## src/inc/twm_params.svh

```systemverilog
// Purpose: constants of the two-wire master transmitter
// Assumes: 100 MHz system clock
// Notes: status codes carry the low three bits as zero
`ifndef TWM_PARAMS_SVH
`define TWM_PARAMS_SVH
`define TWM_OFS_CTRL 4'h0
`define TWM_OFS_STAT 4'h4
`define TWM_OFS_DATA 4'h8
`define TWM_OFS_MODE 4'hc
`define TWM_CLK_NS 10
`define TWM_HALF_NS 5000
`define TWM_FREE_NS 4700
`define TWM_NS2CYC(ns) (((ns) + `TWM_CLK_NS - 1) / `TWM_CLK_NS)
`define TWM_ST_START 8'h08
`define TWM_ST_RSTART 8'h10
`define TWM_ST_AW_ACK 8'h18
`define TWM_ST_AW_NACK 8'h20
`define TWM_ST_D_ACK 8'h28
`define TWM_ST_D_NACK 8'h30
`define TWM_ST_LOST 8'h38
`define TWM_ST_AR_ACK 8'h40
`define TWM_ST_AR_NACK 8'h48
`define TWM_ST_IDLE 8'hf8
`define TWM_CTRL_RST 8'h00
`define TWM_DATA_RST 8'h00
`define TWM_PRESC_RST 2'h0
`endif

```

## src/inc/twm_pkg.sv

```systemverilog
// Purpose: types of the two-wire master transmitter
// Assumes: nothing
// Notes: control layout is the bus_control_register bit order
package twm_pkg;
  typedef struct packed {
    logic flag;
    logic ack_en;
    logic start;
    logic stop;
    logic wcol;
    logic enable;
    logic rsvd;
    logic irq_en;
  } twm_ctrl_type;
  typedef struct packed {
    logic scl;
    logic sda;
  } twm_drive_type;
  typedef enum logic [3:0] {
    S_IDLE, S_FREE, S_STA1, S_STA2, S_SUSP, S_BLO, S_BHI, S_ALO,
    S_AHI, S_STO1, S_STO2, S_STO3, S_RS1, S_RS2, S_LOST
  } twm_state_type;
endpackage : twm_pkg

```

## src/hdl/twm_master.sv

```systemverilog
// Purpose: two-wire master transmitter with a classic Wishbone register slave
// Assumes: open-drain pins resolved outside; scl and sda arrive asynchronously
// Notes: receive mode reports entry only; there a clear serves stop or restart
// Overview of operation
// - Unit works only while enable is set
// - Start only after bus seen free
// - After start: flag set, status 0x08
// - Address write bit selects transmit, read receive
// - Transfer held while flag set; one clears
// - After write address: flag, status 18/20/38
// - Data write with flag low: dropped, collision
// - Stop request sent, then stop bit cleared
// - Repeated start reports 0x10, keeps the bus
// - At 0x08 address sent, acknowledge sampled
// - At 0x10 read address enters receive mode
// - At 0x18 start/stop bits choose next action
// - Not acknowledged address still permits data
// - Read high, write low, ack low, 8 bits
// - Lost arbitration: 0x38, release or queue start
//
// Added by the designer: register access over Wishbone and the placing of the registers.
`timescale 1ns/10ps
`include "twm_params.svh"
module twm_master
  import twm_pkg::*;
#(
  parameter int HALF_CYCLES = `TWM_NS2CYC(`TWM_HALF_NS),
  parameter int FREE_CYCLES = `TWM_NS2CYC(`TWM_FREE_NS)
) (
  // System
  input wire logic clk,
  input wire logic srst,
  // Wishbone slave
  input wire logic wb_cyc_i,
  input wire logic wb_stb_i,
  input wire logic wb_we_i,
  input wire logic [3:0] wb_adr_i,
  input wire logic [3:0] wb_sel_i,
  input wire logic [31:0] wb_dat_i,
  output logic [31:0] wb_dat_o,
  output logic wb_ack_o,
  // Serial lines, open drain
  input wire logic scl_i,
  output logic scl_o,
  output logic scl_oe_n,
  input wire logic sda_i,
  output logic sda_o,
  output logic sda_oe_n,
  // Processor interrupt
  output logic irq
);
  localparam logic [15:0] HALF = 16'(HALF_CYCLES);
  localparam logic [15:0] FREE = 16'(FREE_CYCLES);

  logic scl_m, scl_s, scl_d, sda_m, sda_s, sda_d;
  logic busy, next_busy;
  logic next_ack;
  logic [31:0] next_rdat;
  logic wr_go;
  twm_state_type state, next_state;
  logic [15:0] cnt, next_cnt;
  twm_ctrl_type ctrl, next_ctrl;
  logic [7:0] status, next_status;
  logic [1:0] presc, next_presc;
  logic [7:0] data, next_data;
  logic [7:0] shreg, next_shreg;
  logic [2:0] bitcnt, next_bitcnt;
  logic is_addr, next_is_addr;
  logic rw, next_rw;
  logic mr, next_mr;
  logic rs, next_rs;
  twm_drive_type drv, next_drv;
  logic flag_set, hi_phase, done, mastering;
  twm_ctrl_type wr_ctrl;

  // Pins are asynchronous: two flops before use
  always_ff @(posedge clk)
  begin
    scl_m <= scl_i;
    scl_s <= scl_m;
    scl_d <= scl_s;
    sda_m <= sda_i;
    sda_s <= sda_m;
    sda_d <= sda_s;
  end

  // Bus busy from start and stop seen on the lines
  always_comb
  begin
    next_busy = busy;
    if (scl_s && scl_d && sda_d && !sda_s)
      next_busy = 1'b1;
    if (scl_s && scl_d && !sda_d && sda_s)
      next_busy = 1'b0;
  end

  always_ff @(posedge clk)
  begin
    if (srst)
      busy <= 1'b0;
    else
      busy <= next_busy;
  end

  // Wishbone: ack one cycle after the request; writes land at the ack edge
  assign mastering = (state != S_IDLE) && (state != S_FREE) && (state != S_LOST);
  always_comb
  begin
    next_ack = wb_cyc_i && wb_stb_i && !wb_ack_o;
    next_rdat = 32'h0;
    unique case (wb_adr_i)
      `TWM_OFS_CTRL: next_rdat = {24'h0, ctrl};
      `TWM_OFS_STAT: next_rdat = {24'h0, status[7:3], 1'b0, presc};
      `TWM_OFS_DATA: next_rdat = {24'h0, data};
      `TWM_OFS_MODE: next_rdat = {30'h0, mastering && mr, mastering && !mr};
      default: next_rdat = 32'h0;
    endcase
  end

  always_ff @(posedge clk)
  begin
    if (srst)
    begin
      wb_ack_o <= 1'b0;
      wb_dat_o <= 32'h0;
    end
    else
    begin
      wb_ack_o <= next_ack;
      wb_dat_o <= next_rdat;
    end
  end

  assign wr_go = wb_ack_o && wb_cyc_i && wb_stb_i && wb_we_i && wb_sel_i[0];
  assign wr_ctrl = wb_dat_i[7:0];
  assign hi_phase = (state == S_BHI) || (state == S_AHI) || (state == S_STO2) || (state == S_RS2);
  assign done = (cnt == 16'h0);

  // Transfer engine and register file
  always_comb
  begin
    next_state = state;
    next_cnt = cnt;
    next_ctrl = ctrl;
    next_status = status;
    next_presc = presc;
    next_data = data;
    next_shreg = shreg;
    next_bitcnt = bitcnt;
    next_is_addr = is_addr;
    next_rw = rw;
    next_mr = mr;
    next_rs = rs;
    next_drv = drv;
    flag_set = 1'b0;
    // Slave may stretch the high phase by holding scl low
    if (!done && !(hi_phase && !scl_s))
      next_cnt = cnt - 16'h1;
    unique case (state)
      S_IDLE:
      begin
        next_drv = '0;
        if (ctrl.enable && !ctrl.flag && ctrl.start)
        begin
          next_state = S_FREE;
          next_cnt = FREE;
        end
      end
      S_FREE:
      begin
        next_rs = 1'b0;
        if (!(scl_s && sda_s) || busy)
          next_cnt = FREE;
        else if (done)
        begin
          next_state = S_STA1;
          next_drv.sda = 1'b1;
          next_cnt = HALF;
        end
      end
      S_STA1:
        if (done)
        begin
          next_state = S_STA2;
          next_drv.scl = 1'b1;
          next_cnt = HALF;
        end
      S_STA2:
        if (done)
        begin
          next_state = S_SUSP;
          flag_set = 1'b1;
          next_is_addr = 1'b1;
          next_status = rs ? `TWM_ST_RSTART : `TWM_ST_START;
        end
      S_SUSP:
        if (!ctrl.flag)
        begin
          if (ctrl.stop)
          begin
            next_state = S_STO1;
            next_drv.sda = 1'b1;
            next_cnt = HALF;
          end
          else if (ctrl.start)
          begin
            next_state = S_RS1;
            next_drv.sda = 1'b0;
            next_cnt = HALF;
          end
          else if (!mr)
          begin
            next_state = S_BLO;
            next_shreg = data;
            next_bitcnt = 3'h0;
            next_drv.sda = !data[7];
            next_cnt = HALF;
            if (is_addr)
              next_rw = data[0];
          end
        end
      S_BLO:
        if (done)
        begin
          next_state = S_BHI;
          next_drv.scl = 1'b0;
          next_cnt = HALF;
        end
      S_BHI:
        if (scl_s && !drv.sda && !sda_s)
        begin
          next_state = S_LOST;
          next_drv = '0;
          flag_set = 1'b1;
          next_status = `TWM_ST_LOST;
          next_mr = 1'b0;
        end
        else if (done)
        begin
          next_shreg = {shreg[6:0], 1'b0};
          next_bitcnt = bitcnt + 3'h1;
          next_drv.scl = 1'b1;
          next_cnt = HALF;
          if (bitcnt == 3'h7)
          begin
            next_state = S_ALO;
            next_drv.sda = 1'b0;
          end
          else
          begin
            next_state = S_BLO;
            next_drv.sda = !shreg[6];
          end
        end
      S_ALO:
        if (done)
        begin
          next_state = S_AHI;
          next_drv.scl = 1'b0;
          next_cnt = HALF;
        end
      S_AHI:
        if (done)
        begin
          next_state = S_SUSP;
          next_drv.scl = 1'b1;
          flag_set = 1'b1;
          next_is_addr = 1'b0;
          if (is_addr && rw)
          begin
            next_mr = 1'b1;
            next_status = sda_s ? `TWM_ST_AR_NACK : `TWM_ST_AR_ACK;
          end
          else if (is_addr)
            next_status = sda_s ? `TWM_ST_AW_NACK : `TWM_ST_AW_ACK;
          else
            next_status = sda_s ? `TWM_ST_D_NACK : `TWM_ST_D_ACK;
        end
      S_STO1:
        if (done)
        begin
          next_state = S_STO2;
          next_drv.scl = 1'b0;
          next_cnt = HALF;
        end
      S_STO2:
        if (done)
        begin
          next_state = S_STO3;
          next_drv.sda = 1'b0;
          next_cnt = HALF;
        end
      S_STO3:
        if (done)
        begin
          next_ctrl.stop = 1'b0;
          next_status = `TWM_ST_IDLE;
          next_mr = 1'b0;
          next_state = ctrl.start ? S_FREE : S_IDLE;
          next_cnt = FREE;
        end
      S_RS1:
        if (done)
        begin
          next_state = S_RS2;
          next_drv.scl = 1'b0;
          next_cnt = HALF;
        end
      S_RS2:
        if (done)
        begin
          next_state = S_STA1;
          next_drv.sda = 1'b1;
          next_rs = 1'b1;
          next_mr = 1'b0;
          next_cnt = HALF;
        end
      S_LOST:
        if (!ctrl.flag)
        begin
          next_state = ctrl.start ? S_FREE : S_IDLE;
          next_cnt = FREE;
        end
      default: next_state = S_IDLE;
    endcase
    // Software writes; a stop request written now beats the hardware clear
    if (wr_go)
    begin
      unique case (wb_adr_i)
        `TWM_OFS_CTRL:
        begin
          next_ctrl.ack_en = wr_ctrl.ack_en;
          next_ctrl.start = wr_ctrl.start;
          next_ctrl.stop = wr_ctrl.stop;
          next_ctrl.enable = wr_ctrl.enable;
          next_ctrl.irq_en = wr_ctrl.irq_en;
          if (wr_ctrl.flag)
            next_ctrl.flag = 1'b0;
        end
        `TWM_OFS_STAT: next_presc = wb_dat_i[1:0];
        `TWM_OFS_DATA:
          if (ctrl.flag)
          begin
            next_data = wb_dat_i[7:0];
            next_ctrl.wcol = 1'b0;
          end
          else
            next_ctrl.wcol = 1'b1;
        default: next_data = data;
      endcase
    end
    // Hardware set of the flag wins over a clear in the same cycle
    if (flag_set)
      next_ctrl.flag = 1'b1;
    if (!ctrl.enable)
    begin
      next_state = S_IDLE;
      next_drv = '0;
      next_mr = 1'b0;
    end
  end

  always_ff @(posedge clk)
  begin
    if (srst)
    begin
      state <= S_IDLE;
      cnt <= 16'h0;
      ctrl <= `TWM_CTRL_RST;
      status <= `TWM_ST_IDLE;
      presc <= `TWM_PRESC_RST;
      data <= `TWM_DATA_RST;
      shreg <= 8'h0;
      bitcnt <= 3'h0;
      is_addr <= 1'b0;
      rw <= 1'b0;
      mr <= 1'b0;
      rs <= 1'b0;
      drv <= '0;
    end
    else
    begin
      state <= next_state;
      cnt <= next_cnt;
      ctrl <= next_ctrl;
      status <= next_status;
      presc <= next_presc;
      data <= next_data;
      shreg <= next_shreg;
      bitcnt <= next_bitcnt;
      is_addr <= next_is_addr;
      rw <= next_rw;
      mr <= next_mr;
      rs <= next_rs;
      drv <= next_drv;
    end
  end

  // Lines only ever pulled low; release leaves them to the pull-up
  assign scl_o = 1'b0;
  assign sda_o = 1'b0;
  assign scl_oe_n = !drv.scl;
  assign sda_oe_n = !drv.sda;
  assign irq = ctrl.flag && ctrl.irq_en;
endmodule : twm_master

```

## config.mk

```make
export PLATFORM = sky130hd
export DESIGN_NAME = twm_master
export DESIGN_NICKNAME = d
export VERILOG_FILES = /design/src/inc/twm_pkg.sv /design/src/hdl/twm_master.sv
export VERILOG_INCLUDE_DIRS = /design/src /design/src/inc
export SDC_FILE = /design/constraint.sdc
export NUM_CORES = 1
export LEC_CHECK = 0
export BUFFER_PORTS_ARGS = -buffer_cell sky130_fd_sc_hd__buf_2
export CORE_MARGIN = 10
export CORE_UTILIZATION = 55
export DETAILED_ROUTE_END_ITERATION = 6
export PLACE_DENSITY = 0.8
export SLEW_MARGIN = 20
export SYNTH_ARGS = -nofsm -noshare
export SYNTH_HDL_FRONTEND = slang
export SYNTH_SLANG_ARGS = --single-unit
export TNS_END_PERCENT = 30
```

## constraint.sdc

```tcl
create_clock -name clk -period 2.2 [get_ports clk]
set_input_delay 0.22 -clock clk [delete_from_list [all_inputs] [get_ports clk]]
set_output_delay 0.22 -clock clk [all_outputs]
set_load 0.02 [all_outputs]
```

==> metrics <==
die height=107 µm; Pwr Total=3740 µW; CTS root buffer=clkbuf_8; Skew-Pair Late Insertion Delay=0.35 ns; Clock Sink Count=74; antenna violations before repair=0; register area=1480 µm²; Slew Limit Fails=0; setup_tns=0 ns; reg2reg path depth=7; max-cap violations=0; final std cells w/o fill=677; Core Area=7290 µm²; worst slack at placement=0.0135 ns; Max Root-Sink Buffers=2; power density cells=774 nW/µm²; vias in the first global route=3,869; H-tree Lvls=3; Max Clk Rate=468 MHz; status=finished, final reports clean; Fin. Hold Viols=0; IO buf count=31; Max VDD drop=0.431 mV; Setup Skew=0.0101 ns; final worst-path cycle share=97.1%; die width=107 µm; path type of the worst min-delay path=in2reg; Final WS setup=0.0633 ns; most used flip-flop cell after synthesis=dfxtp_1; Nets=625; 1st-iter DRT viols=305; synthesized flop and latch total=74; Via density=5.75; Tmin final=2.14 ns; CP Capture Type=register; setup violators final=0; DP Cell Count=656; startpoint types=register; RSZ-0062 raised after global routing=yes; transition time of the tightest slew-check pin=0.779 ns; share of layout cells above drive strength 1=21.3%; Post-synth EDFFs=0; unique cell type count in the Yosys netlist=69; WL final=11,500 µm; DRT Pass-1 Iters=5; CTS Buf Count=9; CP Launch Point=state[2]; Layout area overhead=16.5%; Initial Util=57.0%; critical path class=reg2reg; CP Data Arrival Time=2.42 ns; final core utilization=66.4%; number of cell rows=31; first-pass GRT wire length=18,900 µm; post-route ant nets=0; Pleak=0.00190 µW; Mapped Cells=511; Slew headroom=47.6%; R2R setup slack=0.06 ns; Seq/Total Area, Yosys=35.7%; WL per Instance=16.9 µm; Crit path required time=2.48 ns; Fillers=626; Critical R2R Capture=cnt[4]; pin count of the biggest net entering global routing=27; IO Pins=85; Vias=3,893; critical path fanouts, max=13; Cell Area, Synth=4160 µm²; CTS tree=done; GRT Overall Usage=20.0%; grt ovf=0; Multi-input gate area=2440 µm²; Clk pin slew, worst setup/hold paths=0.08 ns; worst setup path endpoint=cnt[4]; DP HPWL=8540 µm; syn avg cell area=8.13 µm²; diode count=0; DRC=0; Yosys Warn Count=0; GPL Wtd Cong=0.938; reg2reg start=state[2]; die footprint=11,400 µm²; ys async rst share=0%
## critical path, stage by stage (launching register included)
cell	delay, ns
dfxtp_1	0.36
buf_6	0.18
and2_1	0.17
and3_1	0.18
o221ai_1	0.26
nand2_1	0.19
or4_4	0.59
a21oi_1	0.14
## cells in the mapped netlist (3+ instances only)
master,count,area (µm²)
nor2b_1,7,43.8
buf_4,26,195
nor3_1,19,95.1
nand3b_1,3,22.5
a211oi_1,5,37.5
nand2b_1,11,68.8
or3b_2,4,35.0
or3_1,3,18.8
ha_1,5,62.6
nor2_1,77,289
a221oi_1,3,26.3
buf_6,3,33.8
clkbuf_1,19,71.3
xor2_1,6,52.6
o31ai_1,4,30.0
nand2_1,46,173
inv_1,11,41.3
mux2i_1,28,280
dfxtp_1,74,1480
and3_1,4,25.0
nor4_1,7,43.8
a21oi_1,36,180
o22ai_1,4,25.0
nand3_1,11,55.1
o21ai_0,23,115
xnor2_1,10,87.6
buf_2,5,25.0
a311oi_1,7,61.3
## worst min path at each step
stage | depth (start not counted) | to | from | slack (ns)
finish | 3 | data[3] | wb_dat_i[3] | 0.12
global route | 3 | ctrl[4] | wb_dat_i[4] | 0.12
floorplan | 0 | scl_m | scl_i | 0.25
CTS | 3 | data[3] | wb_dat_i[3] | 0.11
global placement | 0 | scl_s | scl_m | 0.31
detailed placement | 0 | scl_s | scl_m | 0.32
## per-layer routing
metal	global-route usage [%]	share of wire, %
met1	23.8	42
met2	33.1	47
met3	4.91	7.5
met4	9.48	3.2
met5	0	0
## flip-flops by register name, indices dropped and copies added (netlist names), 2 cells and up
| register | flops |
|---|---|
| cnt | 16 |
| data | 8 |
| wb_dat_o | 8 |
| ctrl | 7 |
| shreg | 7 |
| status | 5 |
| state | 4 |
| bitcnt | 3 |
| drv | 2 |
| presc | 2 |
## placed cells by master, fill, tap and decap left out, types with 4 or more instances in the layout
cell type and count:
nor2_1 77, dfxtp_1 74, nand2_1 46, buf_4 45, a21oi_1 35, buf_2 31, mux2i_1 28, conb_1 26
o21ai_0 23, nor3_1 19, inv_1 11, nand3_1 11, nand2b_1 11, xnor2_1 10, clkbuf_8 9, a311oi_1 7
nor2b_1 6, xor2_1 6, nor4_1 5, ha_1 5, o31ai_1 4, and3_1 4, o22ai_1 4, a211oi_1 4
or3b_2 4
## timing repair
item,in CTS,in global routing
pin swaps,0,5
setup buffers,1,2
resized for setup,1,10
setup endpoints to repair,1,26
hold buffers,2,0
cloned,0,0
hold endpoints to repair,2,0
## logic make-up after synthesis
| group | after synthesis | share of synthesized area, % |
|---|---|---|
| compound gates | 108 | 17.8 |
| xor+xnor | 16 | 3.37 |
| fa+ha+maj | 5 | 1.51 |
| buf+inv | 66 | 9.00 |
| flops | 74 | 35.7 |
| mux | 28 | 6.74 |
| other cells | 1 | 0.0902 |
| simple gates | 213 | 25.8 |
## final cells by class
| class | count | share of cell area, % |
|---|---|---|
| Sequential cell | 74 | 30.6 |
| Multi-Input combinational cell | 396 | 50.3 |
| Inverter | 11 | 0.853 |
| Timing Repair Buffer | 81 | 11.7 |
| Clock inverter | 6 | 1.34 |
| Clock buffer | 10 | 2.64 |
| Tap cell | 99 | 2.56 |
## per-stage QoR
stage               instance area, µm²  hold WS, ns
floorplan                         4250        0.248
global placement                  4560        0.312
detailed placement                4560        0.316
CTS                               4780        0.113
global route                      4840        0.118
finish                            4840        0.116
## power by group
part           switching [µW]  internal [µW]
sequential                112           1440
clock                     521            526
combinational             618            526
total                    1250           2490
Power figures use the tool's default switching activity.
